===== src/shared/uart_lsl_consts.vh =====
// Purpose: constants of the serial port line status logic
// Assumes: 4-bit register index, 8-bit register data
// Notes:   offsets are byte indices on the plain register port
`ifndef UART_LSL_CONSTS_VH
`define UART_LSL_CONSTS_VH

// register offsets
`define OFS_DATA      4'h0
`define OFS_IRQ_EN    4'h1
`define OFS_FIFO_CTRL 4'h2
`define OFS_LINE_CTRL 4'h3
`define OFS_MODEM     4'h4
`define OFS_LSTAT     4'h5
`define OFS_EVT_STAT  4'h8
`define OFS_EVT_MASK  4'h9

// line status field positions
`define LS_DREADY     0
`define LS_OVERRUN    1
`define LS_PARITY     2
`define LS_FRAME      3
`define LS_BREAK      4
`define LS_HOLD_EMPTY 5
`define LS_TX_EMPTY   6
`define LS_FIFO_ERR   7

// control field positions
`define MC_TERM_READY 0
`define FC_FIFO_MODE  0
`define LC_PAR_EN     3
`define LC_PAR_EVEN   4
`define IE_RX_DATA    0
`define IE_HOLD_EMPTY 1
`define IE_LINE_STAT  2

// event status bits
`define EV_RX_CHAR    0
`define EV_LINE_ERR   1
`define EV_HOLD_EMPTY 2

// reset values
`define RST_BYTE      8'h00
`define RST_EVT       3'h0

// queue depth and timing
`define Q_DEPTH       5'h10
`define Q_ONE         5'h01
`define BIT_CYCLES    16'h0010
`define HALF_CYCLES   16'h0008

`endif


===== src/core/uart_line_status_logic.v =====
// Purpose: line status, transmit/receive queues and terminal-ready output
// Assumes: 8 data bits, 1 stop bit, optional parity, fixed bit time
// Notes:   queue depth is 16 in fifo mode and 1 in 450 mode
`timescale 1ns/1ps
`include "uart_lsl_consts.vh"

module uart_line_status_logic (
  // clock and reset
  input  wire       CLK_SYS,
  input  wire       RESETN,
  // register port
  input  wire [3:0] ADDR,
  input  wire [7:0] WDATA,
  input  wire       WR,
  input  wire       RD,
  output reg  [7:0] RDATA,
  // serial line and modem output
  input  wire       RXD,
  output reg        TXD,
  output reg        TERMINAL_READY_OUT_N,
  // interrupts
  output wire       SERIAL_IRQ,
  output wire       IRQ
);

  localparam [3:0] RX_IDLE  = 4'b0001;
  localparam [3:0] RX_START = 4'b0010;
  localparam [3:0] RX_DATA  = 4'b0100;
  localparam [3:0] RX_STOP  = 4'b1000;

  // control registers
  reg  [7:0]  irq_en_r;
  reg         fifo_mode_r;
  reg  [7:0]  line_ctrl_r;
  reg  [7:0]  modem_control_r;
  reg  [2:0]  evt_stat_r;
  reg  [2:0]  evt_mask_r;

  // transmit queue and shifter
  reg  [7:0]  tx_queue_mem [0:15];
  reg  [3:0]  txq_wp_r;
  reg  [3:0]  txq_rp_r;
  reg  [4:0]  txq_cnt_r;
  reg         tx_busy_r;
  reg  [10:0] tx_shift_reg;
  reg  [3:0]  tx_bits_r;
  reg  [15:0] tx_cnt_r;
  reg         hold_empty_d_r;

  // receiver
  reg         rx_s1_r;
  reg         rx_s2_r;
  reg         rx_s3_r;
  reg         rx_lvl_r;
  reg  [3:0]  rx_st_r;
  reg  [15:0] rx_cnt_r;
  reg  [3:0]  rx_idx_r;
  reg  [8:0]  rx_sh_r;

  // receive queue: {break, frame, parity, data}
  reg  [10:0] rxq_mem [0:15];
  reg  [3:0]  rxq_wp_r;
  reg  [3:0]  rxq_rp_r;
  reg  [4:0]  rxq_cnt_r;
  reg  [4:0]  rx_err_cnt_r;
  reg  [4:0]  rx_err_cnt_nxt;
  reg         head_shown_r;

  // line status flags
  reg         overrun_r;
  reg         parity_err_r;
  reg         frame_err_r;
  reg         break_r;
  reg         fifo_err_r;
  reg         fifo_err_nxt;

  // register decode
  wire wr_data  = WR & (ADDR == `OFS_DATA);
  wire wr_ien   = WR & (ADDR == `OFS_IRQ_EN);
  wire wr_fctl  = WR & (ADDR == `OFS_FIFO_CTRL);
  wire wr_lctl  = WR & (ADDR == `OFS_LINE_CTRL);
  wire wr_mctl  = WR & (ADDR == `OFS_MODEM);
  wire wr_estat = WR & (ADDR == `OFS_EVT_STAT);
  wire wr_emask = WR & (ADDR == `OFS_EVT_MASK);
  wire rd_data  = RD & (ADDR == `OFS_DATA);
  wire rd_lstat = RD & (ADDR == `OFS_LSTAT);

  // a mode change empties both queues
  wire q_flush = wr_fctl & (WDATA[`FC_FIFO_MODE] != fifo_mode_r);
  wire [4:0] q_cap = fifo_mode_r ? `Q_DEPTH : `Q_ONE;
  wire par_en   = line_ctrl_r[`LC_PAR_EN];
  wire par_even = line_ctrl_r[`LC_PAR_EVEN];

  // transmit side
  wire txq_push = wr_data & (txq_cnt_r < q_cap) & ~q_flush;
  wire txq_pop  = ~tx_busy_r & (txq_cnt_r != 5'h00) & ~q_flush;
  wire [7:0] tx_byte = tx_queue_mem[txq_rp_r];
  wire tx_par = par_even ? (^tx_byte) : ~(^tx_byte);
  wire holding_empty_bit = (txq_cnt_r == 5'h00);
  wire tx_empty = holding_empty_bit & ~tx_busy_r;

  // receive side
  wire rx_done = (rx_st_r == RX_STOP) & (rx_cnt_r == 16'h0000);
  wire rx_fe   = rx_done & ~rx_lvl_r;
  wire rx_pe   = par_en & (rx_sh_r[8] !=
                 (par_even ? (^rx_sh_r[7:0]) : ~(^rx_sh_r[7:0])));
  wire rx_bi   = rx_fe & (rx_sh_r == 9'h000);
  wire [10:0] rx_entry = {rx_bi, rx_fe, rx_pe, rx_sh_r[7:0]};
  wire rx_entry_err = rx_bi | rx_fe | rx_pe;
  wire rxq_pop  = rd_data & (rxq_cnt_r != 5'h00) & ~q_flush;
  wire rxq_room = (rxq_cnt_r < q_cap) | rxq_pop;
  wire rxq_push = rx_done & rxq_room & ~q_flush;
  // 450 mode replaces the unread byte, fifo mode drops the new one
  wire rx_overrun = rx_done & ~rxq_room & ~q_flush;
  wire rxq_ovw  = rx_overrun & ~fifo_mode_r;
  wire [10:0] rx_head = rxq_mem[rxq_rp_r];
  wire head_err = rx_head[10] | rx_head[9] | rx_head[8];
  wire show_evt = (rxq_cnt_r != 5'h00) & ~head_shown_r;
  wire data_ready = (rxq_cnt_r != 5'h00);

  wire [7:0] line_status_reg = {
    fifo_err_r & fifo_mode_r,
    tx_empty, holding_empty_bit, break_r, frame_err_r,
    parity_err_r, overrun_r, data_ready};

  // event sources
  wire [2:0] evt_set = {holding_empty_bit & ~hold_empty_d_r,
                        rx_overrun | (show_evt & head_err),
                        rxq_push};
  wire [2:0] evt_clr = wr_estat ? WDATA[2:0] : 3'h0;

  assign IRQ = |(evt_stat_r & evt_mask_r);
  assign SERIAL_IRQ =
    (irq_en_r[`IE_HOLD_EMPTY] & holding_empty_bit) |
    (irq_en_r[`IE_RX_DATA] & data_ready) |
    (irq_en_r[`IE_LINE_STAT] &
     (overrun_r | parity_err_r | frame_err_r | break_r));

  // control registers, read port, modem output
  always @(posedge CLK_SYS) begin
    if (!RESETN) begin
      irq_en_r             <= `RST_BYTE;
      fifo_mode_r          <= 1'b0;
      line_ctrl_r          <= `RST_BYTE;
      modem_control_r      <= `RST_BYTE;
      evt_stat_r           <= `RST_EVT;
      evt_mask_r           <= `RST_EVT;
      TERMINAL_READY_OUT_N <= 1'b1;
      RDATA                <= `RST_BYTE;
      hold_empty_d_r       <= 1'b1;
    end else begin
      hold_empty_d_r <= holding_empty_bit;
      if (wr_ien)
        irq_en_r <= {5'h00, WDATA[2:0]};
      if (wr_fctl)
        fifo_mode_r <= WDATA[`FC_FIFO_MODE];
      if (wr_lctl)
        line_ctrl_r <= WDATA;
      if (wr_mctl) begin
        modem_control_r      <= {3'h0, WDATA[4:0]};
        TERMINAL_READY_OUT_N <= ~WDATA[`MC_TERM_READY];
      end
      if (wr_emask)
        evt_mask_r <= WDATA[2:0];
      evt_stat_r <= evt_set | (evt_stat_r & ~evt_clr);
      if (RD) begin
        case (ADDR)
          `OFS_DATA:      RDATA <= data_ready ? rx_head[7:0] : 8'h00;
          `OFS_IRQ_EN:    RDATA <= irq_en_r;
          `OFS_FIFO_CTRL: RDATA <= {7'h00, fifo_mode_r};
          `OFS_LINE_CTRL: RDATA <= line_ctrl_r;
          `OFS_MODEM:     RDATA <= modem_control_r;
          `OFS_LSTAT:     RDATA <= line_status_reg;
          `OFS_EVT_STAT:  RDATA <= {5'h00, evt_stat_r};
          `OFS_EVT_MASK:  RDATA <= {5'h00, evt_mask_r};
          default:        RDATA <= 8'h00;
        endcase
      end else begin
        RDATA <= 8'h00;
      end
    end
  end

  // transmit queue
  always @(posedge CLK_SYS) begin
    if (txq_push)
      tx_queue_mem[txq_wp_r] <= WDATA;
  end

  always @(posedge CLK_SYS) begin
    if (!RESETN || q_flush) begin
      txq_wp_r  <= 4'h0;
      txq_rp_r  <= 4'h0;
      txq_cnt_r <= 5'h00;
    end else begin
      if (txq_push)
        txq_wp_r <= txq_wp_r + 4'h1;
      if (txq_pop)
        txq_rp_r <= txq_rp_r + 4'h1;
      if (txq_push & ~txq_pop)
        txq_cnt_r <= txq_cnt_r + 5'h01;
      else if (txq_pop & ~txq_push)
        txq_cnt_r <= txq_cnt_r - 5'h01;
    end
  end

  // transmit shifter, lsb first
  always @(posedge CLK_SYS) begin
    if (!RESETN) begin
      tx_busy_r    <= 1'b0;
      tx_shift_reg <= 11'h7ff;
      tx_bits_r    <= 4'h0;
      tx_cnt_r     <= 16'h0000;
      TXD          <= 1'b1;
    end else begin
      TXD <= tx_busy_r ? tx_shift_reg[0] : 1'b1;
      if (txq_pop) begin
        tx_busy_r    <= 1'b1;
        tx_shift_reg <= par_en ? {1'b1, tx_par, tx_byte, 1'b0}
                               : {2'b11, tx_byte, 1'b0};
        tx_bits_r    <= par_en ? 4'hb : 4'ha;
        tx_cnt_r     <= `BIT_CYCLES - 16'h0001;
      end else if (tx_busy_r) begin
        if (tx_cnt_r != 16'h0000) begin
          tx_cnt_r <= tx_cnt_r - 16'h0001;
        end else if (tx_bits_r == 4'h1) begin
          tx_busy_r <= 1'b0;
        end else begin
          tx_shift_reg <= {1'b1, tx_shift_reg[10:1]};
          tx_bits_r    <= tx_bits_r - 4'h1;
          tx_cnt_r     <= `BIT_CYCLES - 16'h0001;
        end
      end
    end
  end

  // receive line filter: second and third stage must agree
  always @(posedge CLK_SYS) begin
    if (!RESETN) begin
      rx_s1_r  <= 1'b1;
      rx_s2_r  <= 1'b1;
      rx_s3_r  <= 1'b1;
      rx_lvl_r <= 1'b1;
    end else begin
      rx_s1_r <= RXD;
      rx_s2_r <= rx_s1_r;
      rx_s3_r <= rx_s2_r;
      if (rx_s2_r == rx_s3_r)
        rx_lvl_r <= rx_s3_r;
    end
  end

  // receive framing
  always @(posedge CLK_SYS) begin
    if (!RESETN) begin
      rx_st_r  <= RX_IDLE;
      rx_cnt_r <= 16'h0000;
      rx_idx_r <= 4'h0;
      rx_sh_r  <= 9'h000;
    end else begin
      if (rx_cnt_r != 16'h0000)
        rx_cnt_r <= rx_cnt_r - 16'h0001;
      case (rx_st_r)
        RX_IDLE: begin
          if (!rx_lvl_r) begin
            rx_st_r  <= RX_START;
            rx_cnt_r <= `HALF_CYCLES - 16'h0001;
          end
        end
        RX_START: begin
          if (rx_cnt_r == 16'h0000) begin
            if (!rx_lvl_r) begin
              rx_st_r  <= RX_DATA;
              rx_cnt_r <= `BIT_CYCLES - 16'h0001;
              rx_idx_r <= 4'h0;
              rx_sh_r  <= 9'h000;
            end else begin
              rx_st_r <= RX_IDLE;
            end
          end
        end
        RX_DATA: begin
          if (rx_cnt_r == 16'h0000) begin
            rx_sh_r[rx_idx_r] <= rx_lvl_r;
            rx_cnt_r <= `BIT_CYCLES - 16'h0001;
            if (rx_idx_r == (par_en ? 4'h8 : 4'h7))
              rx_st_r <= RX_STOP;
            else
              rx_idx_r <= rx_idx_r + 4'h1;
          end
        end
        RX_STOP: begin
          if (rx_cnt_r == 16'h0000) begin
            if (rx_fe) begin
              // low stop taken as next start, checked once more
              rx_st_r  <= RX_START;
              rx_cnt_r <= `HALF_CYCLES - 16'h0001;
            end else begin
              rx_st_r <= RX_IDLE;
            end
          end
        end
        default: rx_st_r <= RX_IDLE;
      endcase
    end
  end

  // receive queue
  always @(posedge CLK_SYS) begin
    if (rxq_push)
      rxq_mem[rxq_wp_r] <= rx_entry;
    else if (rxq_ovw)
      rxq_mem[rxq_rp_r] <= rx_entry;
  end

  always @* begin
    rx_err_cnt_nxt = rx_err_cnt_r;
    if (rxq_push & rx_entry_err)
      rx_err_cnt_nxt = rx_err_cnt_nxt + 5'h01;
    if (rxq_ovw & rx_entry_err)
      rx_err_cnt_nxt = rx_err_cnt_nxt + 5'h01;
    if ((rxq_pop | rxq_ovw) & head_err)
      rx_err_cnt_nxt = rx_err_cnt_nxt - 5'h01;
  end

  always @(posedge CLK_SYS) begin
    if (!RESETN || q_flush) begin
      rxq_wp_r     <= 4'h0;
      rxq_rp_r     <= 4'h0;
      rxq_cnt_r    <= 5'h00;
      rx_err_cnt_r <= 5'h00;
      head_shown_r <= 1'b0;
    end else begin
      rx_err_cnt_r <= rx_err_cnt_nxt;
      if (rxq_push)
        rxq_wp_r <= rxq_wp_r + 4'h1;
      if (rxq_pop)
        rxq_rp_r <= rxq_rp_r + 4'h1;
      if (rxq_push & ~rxq_pop)
        rxq_cnt_r <= rxq_cnt_r + 5'h01;
      else if (rxq_pop & ~rxq_push)
        rxq_cnt_r <= rxq_cnt_r - 5'h01;
      if (rxq_pop | rxq_ovw)
        head_shown_r <= 1'b0;
      else if (show_evt)
        head_shown_r <= 1'b1;
    end
  end

  // aggregated queue error: a fresh error wins over the read clear
  always @* begin
    fifo_err_nxt = fifo_err_r;
    if (rd_lstat && (rx_err_cnt_nxt == 5'h00))
      fifo_err_nxt = 1'b0;
    if (fifo_mode_r & rxq_push & rx_entry_err)
      fifo_err_nxt = 1'b1;
    if (!fifo_mode_r)
      fifo_err_nxt = 1'b0;
  end

  // line status flags; writes at the status offset are ignored
  always @(posedge CLK_SYS) begin
    if (!RESETN) begin
      overrun_r    <= 1'b0;
      parity_err_r <= 1'b0;
      frame_err_r  <= 1'b0;
      break_r      <= 1'b0;
      fifo_err_r   <= 1'b0;
    end else begin
      fifo_err_r   <= fifo_err_nxt;
      overrun_r    <= rx_overrun | (overrun_r & ~rd_lstat);
      parity_err_r <= (show_evt & rx_head[8]) |
                      (parity_err_r & ~rd_lstat);
      frame_err_r  <= (show_evt & rx_head[9]) |
                      (frame_err_r & ~rd_lstat);
      break_r      <= (show_evt & rx_head[10]) |
                      (break_r & ~rd_lstat);
    end
  end

endmodule


===== config.mk =====
export PLATFORM = sky130hd
export DESIGN_NAME = uart_line_status_logic
export DESIGN_NICKNAME = d
export VERILOG_FILES = /design/src/core/uart_line_status_logic.v
export VERILOG_INCLUDE_DIRS = /design/src /design/src/shared
export SDC_FILE = /design/constraint.sdc
export NUM_CORES = 1
export LEC_CHECK = 0
export ABC_CLOCK_PERIOD_IN_PS = 3600
export BUFFER_PORTS_ARGS = -buffer_cell sky130_fd_sc_hd__buf_4
export CORE_MARGIN = 8
export CORE_UTILIZATION = 30
export DETAILED_ROUTE_END_ITERATION = 12
export PLACE_DENSITY = 0.48
export REMOVE_ABC_BUFFERS = 1
export SYNTH_ARGS = -nofsm -noshare
export SYNTH_HDL_FRONTEND = slang
export SYNTH_SLANG_ARGS = --single-unit

===== constraint.sdc =====
create_clock -name CLK_SYS -period 3.6 [get_ports CLK_SYS]
set_clock_uncertainty 0.05 [all_clocks]
set_input_delay 0.18 -clock CLK_SYS [delete_from_list [all_inputs] [get_ports CLK_SYS]]
set_output_delay 0.18 -clock CLK_SYS [all_outputs]
set_load 0.005 [all_outputs]

==> impl_results.md <==
* Status: finished, final reports clean
* Kind of critical path: register to register
* CP max stage cell: nor3_1
* Layout cells sized above 1 at a little over a fifth
* Buffers & Inverters on Critical Path at 2
* Setup crit end kind: register
* Maximum Capacitance Violations at 0
* Path length in cells of the critical path at 12
* Final min period at around 3.4 ns
* Row cnt at 92
* Biggest regs: rxq_mem (176), tx_queue_mem (128)
* VDD IR max at 0.3296 mV
* Die area at 0.07196 mm2
* Placeable Area at 0.06297 mm2
* Clock latency at the later pin of the worst-skew pair at 0.59 ns
* Vias at ~12000
* FF+latch count, synth at 451
* Required @ worst endpoint at approximately 4.1 ns
* Cts bufs inserted at 52
* Finished Core Util at 35.98%
* Crit Path Max Fanout at 6
* Synth unique cells at 80
* Fin area at 0.02266 mm2
* Clock tree from TritonCTS: done
* Hold depth at 4
* Leading area contributor after synthesis: edfxtp_1
* Drt total wl at between 40000 and 50000 um
* Vias/cell at approximately 4.9
* Power Density at 591.2 mW/mm2
* Routed wl met3 at approximately 2300 um
* H-Tree Depth at 2
* CP peak stage delay at 0.78 ns
* Setup Total Neg Slack at 0 ns
* Remaining DRCs at 0
* First-pass DRT Iterations at 7
* Post-synth EDFFs at roughly 300
* Top-area cell type share of the netlist area at a little under half
* Port buffer count at 28
* Commonest non-fill, non-tap cell in the layout: edfxtp_1
* Sequential share of the synthesized area at 63.23%
* Initial DRC Count at about 940
* Largest register FFs at 176
* Clk Tree Root Cell: clkbuf_16
* Remaining Overflow, GRT at 0
* Synthesized instance count at between 1000 and 1500
* Global-route usage over all layers at between 10% and 20%
* Ys async rst share at 0%
* Crit path max-delay family: simple AND/OR/NAND/NOR gates
* IO Count at 29
* Flop2flop setup slack at approximately 0.16 ns
* Die W at approximately 270 um
* Clock sink count at ~450
* Hold Path Class: input pin to register
* Post-DP HPWL at approximately 32000 um
* Synth warnings at 0
* Synth area leaders: edfxtp_1 48%, dfxtp_1 15%, mux4_2 11%
* Max Used Layer: met4
* Global-route wire length before repair at slightly above 70000 um
* Hold Fails Final Rpt at 0
* Main synth FF type: edfxtp_1
* Worst reg2reg path depth at 12
* Timing-limited maximum frequency at 0.2907 GHz
* Met2 WL at roughly 21000 um
* Crit path cell chain: xor2_1 > and3_1 > nor3_1 > inv_1 > ha_1 > inv_1 > ha_1 > a21o_1 > a21oi_1 > xnor2_1 > or3_1 > a21oi_1
* Syn avg cell area at 13.93 um2
* Leakage at between 0.007 and 0.008 uW
* Unrepaired setup endpoints after global routing: false
* Mapped Area at roughly 0.019 mm2
* Slew margin rel. at 37.56%
* Wl on met1 at around 23000 um
* Commonest non-fill, non-tap cells in the layout: 304 x edfxtp_1, 145 x dfxtp_1, 125 x nor2_1, 117 x buf_4, 102 x nand2_1
* Antenna cells at 0
* Area Overhead vs Synth at 18.68%
* Die Y at about 270 um
* Final non-filler cell total at between 2000 and 2500
* Startpoint types: register
* Placed cell area at about 0.021 mm2
* Clock Pin Slew Worst Setup and Hold Paths at around 0.060 ns
* WL/cell at slightly below 20 um
* WP data arrival at 3.89 ns
* Final #Nets at about 1500
* Max clock buf depth at 3
* Vias in the first global route at approximately 12000
* Final Cycle Share at between 90% and 100%
* RePlAce Congestion at approximately 0.86
* Worst slew pin tran at 0.9343 ns
* Initial Utilization at 30.32%
* Antenna violations before repair at 1
* Pin count of the biggest net entering global routing at 40
* Overall power at about 13000 uW
* Largest Register: rxq_mem
* Final Slew Violations at 0
* # setup viols final at 0
* Placed Instances at ~2300
* Routed Antenna Nets at 0
-- through the flow --
stage                     hold slack [ns]  setup slack (ns)
after floorplan                    0.1919           -0.4692
after global placement             0.3165          -0.03538
after detailed placement           0.3242           0.03516
after CTS                        0.004374           0.01253
after global routing              0.01966           0.01571
final                             0.04454            0.1598
-- synthesized netlist by cell type, types with 5 or more instances --
| cell | instances |
|---|---|
| nor3_1 | 29 |
| nor2b_1 | 23 |
| nor2_1 | 126 |
| mux2i_1 | 21 |
| a21oi_1 | 65 |
| o21ai_0 | 41 |
| nor4_1 | 13 |
| nand3_1 | 40 |
| a22oi_1 | 5 |
| or3_1 | 14 |
| nand4_1 | 9 |
| mux4_2 | 94 |
| nand2_1 | 102 |
| a21boi_0 | 20 |
| xor2_1 | 22 |
| a31oi_1 | 11 |
| buf_1 | 11 |
| inv_1 | 36 |
| edfxtp_1 | 304 |
| nand2b_1 | 15 |
| dfxtp_1 | 147 |
| clkbuf_1 | 43 |
| xnor2_1 | 38 |
| ha_1 | 32 |
| buf_2 | 6 |
-- layout make-up --
cell class | instances | area, um2
flip-flops and latches | 451 | 12070
inverters | 38 | 155.1
fillers | 6045 | 40310
well taps | 846 | 1059
clock buffers | 72 | 1463
clock inverters | 26 | 235.2
repair buffers | 130 | 1039
multi-input cells | 818 | 6633
-- where the power goes --
group / internal (uW) / switching (uW)
sequential: 5720 / 200
clock: 3000 / 2150
combinational: 1030 / 1290
total: 9760 / 3640
-- worst register-to-register path: cells and delay by family, from the launching register on --
family | cells | cell delay [ns]
xor gates and xnor gates | 2 | 0.27
AOI/OAI and AO/OA | 3 | 0.50
DFF | 1 | 0.32
adders and majority gates | 2 | 0.55
buffers and inverters | 2 | 0.31
and+or+nand+nor | 3 | 1.35
-- cell families (layout without fill, tap and decap cells) --
family / Yosys count / count (layout) / share of synthesized area (%)
buffers and inverters: 101 / 266 / 2.202
AO/OA/AOI/OAI: 192 / 192 / 6.443
multiplexers: 118 / 118 / 12.37
XOR/XNOR: 62 / 62 / 2.956
AND/OR/NAND/NOR: 412 / 412 / 10.49
flip-flops: 451 / 451 / 63.23
adder cells (fa/ha/maj): 34 / 34 / 2.307
-- per-layer routing --
metal,vias to the layer above,global-route usage [%]
met5,-,0
met4,0,3.086
met3,57,2.260
met2,244,19.97
met1,5829,18.83
li1,5421,-
-- what timing repair did --
item	CTS	global route
hold buffers	10	0
hold endpoints to repair	147	0
gates resized for setup	0	5
setup endpoints to repair	0	1
setup buffers	0	0
-- final timing paths --
| path | from | end |
|---|---|---|
| worst min register to register | rx_s1_r$_SDFF_PN1_ | rx_s2_r$_SDFF_PN1_ |
| worst min-delay path | WR | line_ctrl_r[0]$_SDFFE_PN0P_ |
| worst max-delay path | fifo_mode_r$_SDFFE_PN0P_ | txq_cnt_r[4]$_SDFFE_PP0P_ |
| worst max register to register | fifo_mode_r$_SDFFE_PN0P_ | txq_cnt_r[4]$_SDFFE_PP0P_ |
Note: power is estimated with default switching activity, not from simulation.
